===== src/core/uart_fifo_pkg.sv =====
// constants shared by the fifo control block and its fifo store
package uart_fifo_pkg;
    localparam int unsigned DATA_W  = 8;
    localparam int unsigned DEPTH   = 32;
    localparam int unsigned PTR_W   = 5;
    localparam int unsigned COUNT_W = 6;
    localparam int unsigned ADDR_W  = 3;

    // register offsets
    localparam logic [ADDR_W-1:0] OFS_DATA        = 3'h0;
    localparam logic [ADDR_W-1:0] OFS_FIFO_CTRL   = 3'h1;
    localparam logic [ADDR_W-1:0] OFS_INT_STATUS  = 3'h2;
    localparam logic [ADDR_W-1:0] OFS_INT_MASK    = 3'h3;
    localparam logic [ADDR_W-1:0] OFS_RX_LEVEL    = 3'h4;
    localparam logic [ADDR_W-1:0] OFS_TX_LEVEL    = 3'h5;
    localparam logic [ADDR_W-1:0] OFS_MODE_STATUS = 3'h6;

    // fifo_control field positions
    localparam int unsigned FC_ENABLE   = 0;
    localparam int unsigned FC_RX_RESET = 1;
    localparam int unsigned FC_TX_RESET = 2;
    localparam int unsigned FC_DMA_MODE = 3;
    localparam int unsigned FC_TX_TRIG  = 4;
    localparam int unsigned FC_RX_TRIG  = 6;

    // interrupt status and mask bit positions
    localparam int unsigned INT_W          = 3;
    localparam int unsigned INT_RX_TRIG    = 0;
    localparam int unsigned INT_TX_LOW     = 1;
    localparam int unsigned INT_RX_OVERRUN = 2;

    // receive trigger levels by field code
    localparam logic [COUNT_W-1:0] RX_TRIG_00 = 6'h08;
    localparam logic [COUNT_W-1:0] RX_TRIG_01 = 6'h10;
    localparam logic [COUNT_W-1:0] RX_TRIG_10 = 6'h18;
    localparam logic [COUNT_W-1:0] RX_TRIG_11 = 6'h1c;
    // transmit trigger levels by field code
    localparam logic [COUNT_W-1:0] TX_TRIG_00 = 6'h10;
    localparam logic [COUNT_W-1:0] TX_TRIG_01 = 6'h08;
    localparam logic [COUNT_W-1:0] TX_TRIG_10 = 6'h18;
    localparam logic [COUNT_W-1:0] TX_TRIG_11 = 6'h1e;
    // with fifos off each side is a single holding register
    localparam logic [COUNT_W-1:0] HOLD_TRIG  = 6'h01;
    localparam logic [COUNT_W-1:0] COUNT_ZERO = 6'h00;

    // reset values
    localparam logic [1:0]        RST_TRIG_SEL = 2'h0;
    localparam logic [INT_W-1:0]  RST_INT      = 3'h0;
    localparam logic [DATA_W-1:0] RST_DATA     = 8'h00;

    typedef enum logic {
        DMA_SINGLE,
        DMA_BLOCK
    } dma_mode_e;
endpackage : uart_fifo_pkg


===== src/core/uart_fifo_store.sv =====
// flip-flop fifo with fill count, used for both receive and transmit
module uart_fifo_store #(
    parameter int unsigned W  = uart_fifo_pkg::DATA_W,
    parameter int unsigned D  = uart_fifo_pkg::DEPTH,
    parameter int unsigned PW = uart_fifo_pkg::PTR_W,
    parameter int unsigned CW = uart_fifo_pkg::COUNT_W
) (
    input  wire logic          clk_i,
    input  wire logic          rst_b_i,
    input  wire logic          ce_i,
    input  wire logic          flush_i,
    input  wire logic          push_i,
    input  wire logic [W-1:0]  push_data_i,
    input  wire logic          pop_i,
    output logic      [W-1:0]  head_o,
    output logic      [CW-1:0] count_o,
    output logic               full_o,
    output logic               empty_o
);
    logic [W-1:0]  mem_q [D], mem_d [D];
    logic [PW-1:0] wr_q, wr_d;
    logic [PW-1:0] rd_q, rd_d;
    logic [CW-1:0] cnt_q, cnt_d;
    logic          do_push, do_pop;

    assign full_o  = (cnt_q == CW'(D));
    assign empty_o = (cnt_q == '0);
    assign head_o  = mem_q[rd_q];
    assign count_o = cnt_q;

    always_comb begin
        do_push = push_i && !full_o;
        do_pop  = pop_i && !empty_o;
        mem_d   = mem_q;
        wr_d    = wr_q;
        rd_d    = rd_q;
        cnt_d   = cnt_q;
        if (flush_i) begin
            wr_d  = '0;
            rd_d  = '0;
            cnt_d = '0;
        end else begin
            if (do_push) begin
                mem_d[wr_q] = push_data_i;
                wr_d        = wr_q + PW'(1);
            end
            if (do_pop) begin
                rd_d = rd_q + PW'(1);
            end
            if (do_push && !do_pop) begin
                cnt_d = cnt_q + CW'(1);
            end else if (do_pop && !do_push) begin
                cnt_d = cnt_q - CW'(1);
            end
        end
    end

    always_ff @(posedge clk_i or negedge rst_b_i) begin
        if (!rst_b_i) begin
            mem_q <= '{default: '0};
            wr_q  <= '0;
            rd_q  <= '0;
            cnt_q <= '0;
        end else if (ce_i) begin
            mem_q <= mem_d;
            wr_q  <= wr_d;
            rd_q  <= rd_d;
            cnt_q <= cnt_d;
        end
    end
endmodule : uart_fifo_store


===== src/core/uart_fifo_ctrl.sv =====
// fifo control of one uart channel: trigger levels, dma request pins, fifo interrupts
//
// Summary of operation
// - control bit 3 picks dma mode 0 (single, default) or 1 (block).
// - in mode 0 the tx request pin is low while no tx data is held.
// - in mode 0 the rx request pin is low while rx data is held.
// - the rx trigger interrupt rises when the rx count reaches its trigger.
// - reception goes on past the trigger until the fifo is full.
// - in mode 1 the rx request pin is low while the rx count is at its trigger or more.
// - control bits 7-6 select the rx trigger, bit 7 the msb.
// - control bits 5-4 select the tx trigger, 16 when cleared.
// - the tx low interrupt rises when the tx count drops below its trigger.
// - rx trigger codes 00 to 11 give 8, 16, 24 and 28 characters.
// - tx trigger codes 00 to 11 give 16, 8, 24 and 30 characters.
// - a control write with enable clear keeps the other fields and flushes both fifos if they were on.
// - in mode 1 the tx request pin is high when full and low below the trigger.
//
// The strobed register port and the register offsets were chosen for this implementation.
module uart_fifo_ctrl (
    input  wire logic                               CLK_I,
    input  wire logic                               RST_B_I,
    input  wire logic                               CE_I,
    input  wire logic [uart_fifo_pkg::ADDR_W-1:0]   ADDR_I,
    input  wire logic [uart_fifo_pkg::DATA_W-1:0]   WDATA_I,
    input  wire logic                               WR_I,
    input  wire logic                               RD_I,
    output logic      [uart_fifo_pkg::DATA_W-1:0]   RDATA_O,
    input  wire logic [uart_fifo_pkg::DATA_W-1:0]   RX_CHAR_I,
    input  wire logic                               RX_VALID_I,
    input  wire logic                               RX_TIMEOUT_I,
    output logic      [uart_fifo_pkg::DATA_W-1:0]   TX_CHAR_O,
    output logic                                    TX_VALID_O,
    input  wire logic                               TX_TAKE_I,
    output logic                                    TX_SPACE_REQUEST_B_O,
    output logic                                    RX_DATA_REQUEST_B_O,
    output logic                                    IRQ_O
);
    localparam int unsigned DW = uart_fifo_pkg::DATA_W;
    localparam int unsigned CW = uart_fifo_pkg::COUNT_W;
    localparam int unsigned IW = uart_fifo_pkg::INT_W;

    // control register state
    logic                     fifo_en_q, fifo_en_d;
    uart_fifo_pkg::dma_mode_e mode_q, mode_d;
    logic [1:0]               rx_sel_q, rx_sel_d;
    logic [1:0]               tx_sel_q, tx_sel_d;
    logic                     rx_flush;
    logic                     tx_flush;

    // fifo side
    logic [DW-1:0] rx_head;
    logic [CW-1:0] rx_count;
    logic          rx_full;
    logic          rx_empty;
    logic          rx_full_eff;
    logic          rx_push;
    logic          rx_pop;
    logic [DW-1:0] tx_head;
    logic [CW-1:0] tx_count;
    logic          tx_full;
    logic          tx_empty;
    logic          tx_full_eff;
    logic          tx_push;
    logic          tx_pop;
    logic [CW-1:0] rx_trig;
    logic [CW-1:0] tx_trig;
    logic          block_mode;

    // transmit output stage
    logic [DW-1:0] tx_char_q, tx_char_d;
    logic          tx_valid_q, tx_valid_d;

    // interrupt state
    logic          rx_hit_q, rx_hit_d;
    logic          tx_low_q, tx_low_d;
    logic [IW-1:0] int_status_q;
    logic [IW-1:0] int_status_d;
    logic [IW-1:0] int_mask_q;
    logic [IW-1:0] int_mask_d;
    logic [IW-1:0] int_event;
    logic [IW-1:0] int_clear;
    logic          irq_q, irq_d;

    // pin and read data registers
    logic          tx_req_b_q, tx_req_b_d;
    logic          rx_req_b_q, rx_req_b_d;
    logic [DW-1:0] rdata_q;
    logic [DW-1:0] rdata_d;

    logic wr_data;
    logic wr_ctrl;
    logic rd_data;

    assign wr_data = WR_I && (ADDR_I == uart_fifo_pkg::OFS_DATA);
    assign wr_ctrl = WR_I && (ADDR_I == uart_fifo_pkg::OFS_FIFO_CTRL);
    assign rd_data = RD_I && (ADDR_I == uart_fifo_pkg::OFS_DATA);

    // control register: fields change only beside enable
    always_comb begin
        fifo_en_d = fifo_en_q;
        mode_d    = mode_q;
        rx_sel_d  = rx_sel_q;
        tx_sel_d  = tx_sel_q;
        rx_flush  = 1'b0;
        tx_flush  = 1'b0;
        if (wr_ctrl) begin
            if (WDATA_I[uart_fifo_pkg::FC_ENABLE]) begin
                fifo_en_d = 1'b1;
                mode_d    = WDATA_I[uart_fifo_pkg::FC_DMA_MODE] ? uart_fifo_pkg::DMA_BLOCK
                                                                : uart_fifo_pkg::DMA_SINGLE;
                rx_sel_d  = WDATA_I[uart_fifo_pkg::FC_RX_TRIG +: 2];
                tx_sel_d  = WDATA_I[uart_fifo_pkg::FC_TX_TRIG +: 2];
                // switching depth with data inside would corrupt the count
                rx_flush  = WDATA_I[uart_fifo_pkg::FC_RX_RESET] || !fifo_en_q;
                tx_flush  = WDATA_I[uart_fifo_pkg::FC_TX_RESET] || !fifo_en_q;
            end else begin
                fifo_en_d = 1'b0;
                rx_flush  = fifo_en_q;
                tx_flush  = fifo_en_q;
            end
        end
    end

    always_ff @(posedge CLK_I or negedge RST_B_I) begin
        if (!RST_B_I) begin
            fifo_en_q <= 1'b0;
            mode_q    <= uart_fifo_pkg::DMA_SINGLE;
            rx_sel_q  <= uart_fifo_pkg::RST_TRIG_SEL;
            tx_sel_q  <= uart_fifo_pkg::RST_TRIG_SEL;
        end else if (CE_I) begin
            fifo_en_q <= fifo_en_d;
            mode_q    <= mode_d;
            rx_sel_q  <= rx_sel_d;
            tx_sel_q  <= tx_sel_d;
        end
    end

    // fifos off: both sides are one-character holding registers
    always_comb begin
        unique case (rx_sel_q)
            2'h0: rx_trig = uart_fifo_pkg::RX_TRIG_00;
            2'h1: rx_trig = uart_fifo_pkg::RX_TRIG_01;
            2'h2: rx_trig = uart_fifo_pkg::RX_TRIG_10;
            2'h3: rx_trig = uart_fifo_pkg::RX_TRIG_11;
        endcase
        unique case (tx_sel_q)
            2'h0: tx_trig = uart_fifo_pkg::TX_TRIG_00;
            2'h1: tx_trig = uart_fifo_pkg::TX_TRIG_01;
            2'h2: tx_trig = uart_fifo_pkg::TX_TRIG_10;
            2'h3: tx_trig = uart_fifo_pkg::TX_TRIG_11;
        endcase
        if (!fifo_en_q) begin
            rx_trig = uart_fifo_pkg::HOLD_TRIG;
            tx_trig = uart_fifo_pkg::HOLD_TRIG;
        end
    end

    assign block_mode  = fifo_en_q && (mode_q == uart_fifo_pkg::DMA_BLOCK);
    assign rx_full_eff = fifo_en_q ? rx_full : !rx_empty;
    assign tx_full_eff = fifo_en_q ? tx_full : !tx_empty;
    // reception continues past the trigger and stops only when full
    assign rx_push     = RX_VALID_I && !rx_full_eff;
    assign rx_pop      = rd_data;
    assign tx_push     = wr_data && !tx_full_eff;
    assign tx_pop      = (!tx_valid_q || TX_TAKE_I) && !tx_empty;

    uart_fifo_store u_rx_fifo (
        .clk_i       (CLK_I),
        .rst_b_i     (RST_B_I),
        .ce_i        (CE_I),
        .flush_i     (rx_flush),
        .push_i      (rx_push),
        .push_data_i (RX_CHAR_I),
        .pop_i       (rx_pop),
        .head_o      (rx_head),
        .count_o     (rx_count),
        .full_o      (rx_full),
        .empty_o     (rx_empty)
    );

    uart_fifo_store u_tx_fifo (
        .clk_i       (CLK_I),
        .rst_b_i     (RST_B_I),
        .ce_i        (CE_I),
        .flush_i     (tx_flush),
        .push_i      (tx_push),
        .push_data_i (WDATA_I),
        .pop_i       (tx_pop),
        .head_o      (tx_head),
        .count_o     (tx_count),
        .full_o      (tx_full),
        .empty_o     (tx_empty)
    );

    // stage toward the tx shifter; a flush leaves it alone
    always_comb begin
        tx_valid_d = tx_valid_q && !TX_TAKE_I;
        tx_char_d  = tx_char_q;
        if (tx_pop) begin
            tx_valid_d = 1'b1;
            tx_char_d  = tx_head;
        end
    end

    always_ff @(posedge CLK_I or negedge RST_B_I) begin
        if (!RST_B_I) begin
            tx_valid_q <= 1'b0;
            tx_char_q  <= uart_fifo_pkg::RST_DATA;
        end else if (CE_I) begin
            tx_valid_q <= tx_valid_d;
            tx_char_q  <= tx_char_d;
        end
    end

    // sticky interrupts; a new event beats a same-cycle clear
    always_comb begin
        rx_hit_d  = (rx_count >= rx_trig);
        tx_low_d  = (tx_count < tx_trig);
        int_event = '0;
        int_event[uart_fifo_pkg::INT_RX_TRIG]    = rx_hit_d && !rx_hit_q;
        int_event[uart_fifo_pkg::INT_TX_LOW]     = tx_low_d && !tx_low_q;
        int_event[uart_fifo_pkg::INT_RX_OVERRUN] = RX_VALID_I && rx_full_eff;
        int_clear = (WR_I && (ADDR_I == uart_fifo_pkg::OFS_INT_STATUS)) ? WDATA_I[IW-1:0] : '0;
        int_mask_d = int_mask_q;
        if (WR_I && (ADDR_I == uart_fifo_pkg::OFS_INT_MASK)) begin
            int_mask_d = WDATA_I[IW-1:0];
        end
        int_status_d = (int_status_q & ~int_clear) | int_event;
        irq_d        = |(int_status_d & int_mask_d);
    end

    always_ff @(posedge CLK_I or negedge RST_B_I) begin
        if (!RST_B_I) begin
            rx_hit_q     <= 1'b0;
            tx_low_q     <= 1'b1;
            int_status_q <= uart_fifo_pkg::RST_INT;
            int_mask_q   <= uart_fifo_pkg::RST_INT;
            irq_q        <= 1'b0;
        end else if (CE_I) begin
            rx_hit_q     <= rx_hit_d;
            tx_low_q     <= tx_low_d;
            int_status_q <= int_status_d;
            int_mask_q   <= int_mask_d;
            irq_q        <= irq_d;
        end
    end

    // request pins and read data
    always_comb begin
        if (block_mode) begin
            tx_req_b_d = tx_req_b_q;
            if (tx_full) begin
                tx_req_b_d = 1'b1;
            end else if (tx_count < tx_trig) begin
                tx_req_b_d = 1'b0;
            end
            rx_req_b_d = rx_req_b_q;
            if ((rx_count >= rx_trig) || (RX_TIMEOUT_I && !rx_empty)) begin
                rx_req_b_d = 1'b0;
            end else if (rx_empty) begin
                rx_req_b_d = 1'b1;
            end
        end else begin
            tx_req_b_d = !tx_empty;
            rx_req_b_d = rx_empty;
        end
        rdata_d = '0;
        if (RD_I) begin
            unique case (ADDR_I)
                uart_fifo_pkg::OFS_DATA: rdata_d = rx_empty ? '0 : rx_head;
                uart_fifo_pkg::OFS_INT_STATUS: rdata_d = DW'(int_status_q);
                uart_fifo_pkg::OFS_INT_MASK: rdata_d = DW'(int_mask_q);
                uart_fifo_pkg::OFS_RX_LEVEL: rdata_d = DW'(rx_count);
                uart_fifo_pkg::OFS_TX_LEVEL: rdata_d = DW'(tx_count);
                uart_fifo_pkg::OFS_MODE_STATUS: rdata_d = {rx_sel_q, tx_sel_q,
                    mode_q == uart_fifo_pkg::DMA_BLOCK,
                    !rx_req_b_q, !tx_req_b_q, fifo_en_q};
                default: rdata_d = '0;
            endcase
        end
    end

    always_ff @(posedge CLK_I or negedge RST_B_I) begin
        if (!RST_B_I) begin
            tx_req_b_q <= 1'b0;
            rx_req_b_q <= 1'b1;
            rdata_q    <= uart_fifo_pkg::RST_DATA;
        end else if (CE_I) begin
            tx_req_b_q <= tx_req_b_d;
            rx_req_b_q <= rx_req_b_d;
            rdata_q    <= rdata_d;
        end
    end

    assign RDATA_O              = rdata_q;
    assign TX_CHAR_O            = tx_char_q;
    assign TX_VALID_O           = tx_valid_q;
    assign TX_SPACE_REQUEST_B_O = tx_req_b_q;
    assign RX_DATA_REQUEST_B_O  = rx_req_b_q;
    assign IRQ_O                = irq_q;
endmodule : uart_fifo_ctrl


===== config.mk =====
export PLATFORM = sky130hd
export DESIGN_NAME = uart_fifo_ctrl
export DESIGN_NICKNAME = d
export VERILOG_FILES = /design/src/core/uart_fifo_pkg.sv /design/src/core/uart_fifo_store.sv /design/src/core/uart_fifo_ctrl.sv
export SDC_FILE = /design/constraint.sdc
export NUM_CORES = 1
export LEC_CHECK = 0
export BUFFER_PORTS_ARGS = -buffer_cell sky130_fd_sc_hd__buf_4
export CAP_MARGIN = 20
export CORE_ASPECT_RATIO = 0.8
export CORE_MARGIN = 2
export CORE_UTILIZATION = 50
export DETAILED_ROUTE_END_ITERATION = 16
export PLACE_DENSITY = 0.68
export SLEW_MARGIN = 20
export SYNTH_ARGS = -nofsm -noshare
export SYNTH_HDL_FRONTEND = slang
export SYNTH_SLANG_ARGS = --single-unit

===== constraint.sdc =====
create_clock -name CLK_I -period 7.8 [get_ports CLK_I]
set_input_delay 0 -clock CLK_I [delete_from_list [all_inputs] [get_ports CLK_I]]
set_output_delay 0 -clock CLK_I [all_outputs]
set_load 0.02 [all_outputs]

* After elaboration in Yosys (flattened, before gate mapping)
Cells that the tools add are included.
** Cells by class
- Magnitude comparators :: 8
- Reduce and logical (&&, ||, !) cells :: 70
- Multiplexer cells :: 50
- Eq/ne operators :: 16
- Add/sub/neg operators :: 8
- Bitwise logic cells :: 10
** Operators with widths (count)
- bitwise mux 256 bit :: 2
- binary-select mux 8 bit (select 5 bit) :: 2
- demux 8 bit (select 5 bit) :: 2
- 2-to-1 mux 8 bit :: 8
- 2-to-1 mux 6 bit :: 8
- one-hot mux 6 bit (4 select lines) :: 2
- one-hot mux 8 bit (6 select lines) :: 1
- 2-to-1 mux 5 bit :: 8
- >= comparator 6 bit, second input constant :: 4
- logical AND 1 bit :: 24
- inverter 5 -> 6 bit :: 4
- adder 5 x 1 -> 5 bit, second input constant :: 4
- AND reduction 2 bit :: 10
- zero test 1 bit :: 17
- 2-to-1 mux 1 bit :: 15
- adder 6 x 1 -> 6 bit, second input constant :: 2
- == test 6 bit, second input constant :: 2
- zero test 6 bit :: 2
- less-than comparator 6 x 1 -> 1 bit, second input constant :: 2
- subtractor 6 x 1 -> 6 bit, second input constant :: 2
- == test 3 bit, second input constant :: 3
- AND reduction 3 bit :: 3
- == test 2 bit, second input constant :: 4
- nonzero test 2 bit :: 4
- 16 further kinds :: 27
** Word-level totals
- Bits in registers :: 578
- Output and inout bits :: 20
- Logic and storage cells :: 246

* Depth between registers and ports, before layout
- Word-level depth :: 11
- Depth in mapped cells :: 11
- Depth with buffers taken out :: 10

* Modules after synthesis
Synthesis repeated with hierarchy kept, for this count alone.
** Unflattened totals
- Cell total of the unflattened synthesis :: 1835
- Area, all modules :: 27754.1 um2
** Modules (own cells, without submodules)
- uart_fifo_store :: seq. area each 6806.5 um2, cells an instance 815, area each 12859.8 um2, instances 2
- uart_fifo_ctrl :: seq. area each 853.3 um2, cells an instance 205, area each 2034.5 um2, instances 1

* Least setup slack after synthesis
No wires, ideal clock.
- Path type :: register to register
- Start :: register u_rx_fifo.cnt_q[1] (netlist: u_rx_fifo.count_o[1])
- End :: register u_rx_fifo.cnt_q[5] (netlist: u_rx_fifo.count_o[5])
- Setup time :: 0.121 ns
- Data required time :: 7.679 ns
- Stages on the path, launching flop included :: 11
- Buffers on the path :: 0
- Data arrival time :: 3.157 ns
- Path slack :: 4.521 ns
- Path through :: dfrtp_1 -> or4_1 -> o2111ai_1 -> a21boi_0 -> ha_1 -> a21oi_1 -> nor2_1 -> a211o_1 -> a21oi_1 -> mux2_2 -> o22a_1
** On the way
- Cells in the longest elaborated chain, start to end :: 10
** Ends and longest elaborated chain
- from (decl) :: line uart_fifo_store.sv:23 : logic [CW-1:0] cnt_q, cnt_d;
- from (signal assigned) :: line uart_fifo_store.sv:68 : cnt_q <= cnt_d;
- zero test 6 bit :: line uart_fifo_store.sv:27 : assign empty_o = (cnt_q == '0);
- zero test 1 bit :: line uart_fifo_store.sv:33, uart_fifo_ctrl.sv:159
- 2-to-1 mux 1 bit :: line uart_fifo_ctrl.sv:159 : assign rx_full_eff = fifo_en_q ? rx_full : !rx_empty;
- zero test 1 bit :: line uart_fifo_ctrl.sv:162 : assign rx_push = RX_VALID_I && !rx_full_eff;
- logical AND 1 bit :: line uart_fifo_ctrl.sv:162
- logical AND 1 bit :: line uart_fifo_store.sv:32 : do_push = push_i && !full_o;
- zero test 1 bit :: line uart_fifo_store.sv:52 : end else if (do_pop && !do_push) begin
- logical AND 1 bit :: line uart_fifo_store.sv:52
- nonzero test 3 bit (no line)
- AND reduction 2 bit (no line)
Several ways; a longest one is shown, not always the timed one. The select of a mux whose other input is x is not followed.
A chain may end at the register's enable or synchronous reset.

* Worst setup path after layout
Ends and elaborated chain as after synthesis.

==> results.toml <==
[cts]
root_buffer = "clkbuf_16"
cts_buffers = 58
clk_pin_slew_worst_paths_ns = 0.07
clock_path_buffers = 3
cts_tree = "built"
clk_latency_ns = 0.63
htreeDepth = 2
cts_setup_buffers = 0
cts.sinks = 578
hold_buffers = 34
ctsResizeCount = 0

[global_route]
grt_max_degree = 197
gr-usage-all-layers_pct = 23.8
grt_pass1_vias = 16800
antenna_found_initial = 0
overflow = 0
grt_pass1_wl_um = 103000

[floorplan]
start_util_pct = 50.7
die_h_um = 213
die_w_um = 266
io_pins = 47
rows = 76
dieArea_um2 = 56600
core_um2 = 53900

[run]
drv_cap = 0

[finish]
final_util_pct = 56.8
drive_gt1_share_pct = 41.7
fin_nets = 1964
ff_latch_area_um2 = 14500
n_antenna_cell = 0
final_common_cell = "dfrtp_1"
layout_common_cells = "571 x dfrtp_1, 463 x mux2_2, 136 x mux4_2, 64 x mux2_1, 58 x clkbuf_16"
multi_input_area_um2 = 12300
fillers = 4220
fin_cells = 2658
syn2layout_area_growth_pct = 12.0

[power_and_ir_drop]
powerDensity_nw_per_um2 = 267
p_leak_nw = 14.4
ir_drop_v = 0.000178
power_w = 0.00818

[routing]
ant_nets = 0
drt_pass1_iterations = 5
initialDrtViolationCount = 1538
wirelength_um = 65600
vias = 16600
post_drt_wl_per_cell_um = 24.7
drc = 0
via_per_inst = 6.26

[worst_setup_path]
crit_family = "compound AO/OA/AOI/OAI gates"
path_cells = "or4_1 -> nor3_1 -> a21boi_0 -> ha_1 -> a21oi_1 -> nor2_1 -> a211o_1 -> a21oi_1 -> mux2_2 -> o22a_1"
crit_buf_inv = 0
path_max_fanout = 7
critPathMaxStageDelay_ns = 0.61
cp-start-kind = "register"
reg2reg_to = "u_rx_fifo.count_o[5]"
critPathSlowestCell = "or4_1"
end_kind = "register"
r2r_setup_slack_ns = 3.96
worstPathArrival_ns = 4.34
r2r_start = "u_rx_fifo.count_o[1]"
critPathRequiredTime_ns = 8.30
crit_type = "reg2reg"
crit_top_cell = "a21oi_1"
worst-r2r-cell-count = 10

[placement]
gp_congestion = 0.869
hpwl_um = 41500
placed_cells = 2516
port_buffers = 46

[sta]
slew_headroom_pct = 27.2
hold_violations = 0
fin_crit_ns = 3.84
fin_setup_tns_ns = 0
slew_violations = 0
timing.fmax_mhz = 260
clock_skew_ns = 0.0294
rsz0062_at_grt = "false"
finalCritPeriodShare_pct = 49.3
worstMarginPinSlew_ns = 1.08
setup_violations = 0

[logic_synthesis]
async_flop_share_pct = 100
synthCells = 1881
ys_ff_latch = 578
synth_flop_cell = "dfrtp_1"
syn_nets = 1936
syn_avg_cell_area_um2 = 14.5
synth.cell_area_um2 = 27400
synth_edf_count = 0
seq_area_frac_synth_pct = 52.9
yosys_warnings = 0
yosysUniqueCellTypes = 66

[worst_hold_path]
hold_class = "in2async"

[run_status]
outcome = "finished, final reports clean"
-- synthesized netlist by cell type, drive strengths merged (3+ instances only) --
library cell / instances / area (um^2)
nand2: 59 / 251
mux4: 136 / 3060
a21oi: 21 / 105
nand3: 38 / 190
o21ai: 46 / 230
or4: 3 / 22.5
nor2: 67 / 332
nand2b: 4 / 25.0
nor2b: 9 / 56.3
mux2i: 43 / 430
a22o: 20 / 175
ha: 26 / 325
a22oi: 7 / 52.6
nand4: 10 / 62.6
clkbuf: 96 / 360
or3: 4 / 25.0
o2bb2ai: 3 / 26.3
o22ai: 23 / 144
a21o: 4 / 30.0
buf: 29 / 128
a31oi: 5 / 31.3
and3: 3 / 18.8
dfrtp: 576 / 14400
o21a: 7 / 52.6
a211oi: 9 / 72.6
mux2: 527 / 5930
nand3b: 4 / 30.0
nor3: 9 / 45.0
o211ai: 5 / 37.5
nor3b: 4 / 30.0
and2: 4 / 25.0
inv: 24 / 90.1
xor2: 8 / 70.1
o221ai: 4 / 35.0
xnor2: 8 / 70.1
-- state kept, by name (all words and copies together), names as in the netlist, 2 cells and up --
signal             flops
RDATA_O                8
TX_CHAR_O              8
u_rx_fifo.rd_q         5
tx_sel_q               2
u_rx_fifo.mem_q      256
u_rx_fifo.wr_q         5
int_status_q           3
int_mask_q             3
u_tx_fifo.wr_q         5
rx_sel_q               2
u_rx_fifo.count_o      6
u_tx_fifo.count_o      6
u_tx_fifo.rd_q         5
u_tx_fifo.mem_q      256
-- cell type report --
type / instances / share of cell area, %
flip-flops and latches: 578 / 47.2
multi-input cells: 1154 / 40.2
clock buffers: 88 / 5.82
well taps: 702 / 2.87
repair buffers: 93 / 2.74
clock inverters: 19 / 0.817
inverters: 24 / 0.294
-- through the flow --
| stage | hold slack [ns] | area, um^2 | setup WS [ns] |
|---|---|---|---|
| 2_1_floorplan | -0.296 | 27400 | 4.52 |
| 6_report | 0.0996 | 30600 | 3.96 |
| 5_1_grt | 0.209 | 30600 | 3.67 |
| 3_3_place_gp | 0.197 | 28200 | 4.22 |
| 3_5_place_dp | 0.210 | 28200 | 4.04 |
| 4_1_cts | 0.151 | 30600 | 4.03 |
-- metal layers --
metal  routed length [um]  track usage [%]  vias up
li1                     -                -     7103
met1                32800             38.5     9017
met2                28100             33.8      423
met3                 3520             3.37       86
met4                 1120             5.36        0
met5                    0                0        -
-- worst max path at each step --
stage | slack (ns) | cells past startpoint | to | startpoint
2_1_floorplan | 4.52 | 10 | u_rx_fifo.count_o[5] | u_rx_fifo.count_o[1]
3_3_place_gp | 4.22 | 10 | u_rx_fifo.count_o[5] | u_rx_fifo.count_o[1]
3_5_place_dp | 4.04 | 10 | u_rx_fifo.count_o[5] | u_rx_fifo.count_o[1]
4_1_cts | 4.03 | 10 | u_rx_fifo.count_o[5] | u_rx_fifo.count_o[1]
5_1_grt | 3.67 | 10 | u_rx_fifo.count_o[5] | u_rx_fifo.count_o[1]
6_report | 3.96 | 10 | u_rx_fifo.count_o[5] | u_rx_fifo.count_o[1]
-- logic make-up after synthesis --
group | Yosys count | share of synthesized area [%]
DFF | 578 | 52.9
muxes | 706 | 34.5
AOI/OAI and AO/OA | 172 | 4.21
adders and majority gates | 28 | 1.34
and+or+nand+nor | 232 | 4.50
buffers and inverters | 149 | 2.11
xor gates and xnor gates | 16 | 0.512
-- where the power goes --
| part | total (W) | internal [W] | switching [W] |
|---|---|---|---|
| sequential | 0.00353 | 0.00322 | 0.000303 |
| combinational | 0.00172 | 0.000780 | 0.000938 |
| clock | 0.00294 | 0.00174 | 0.00120 |
| total | 0.00818 | 0.00574 | 0.00244 |
Power figures use the tool's default switching activity.
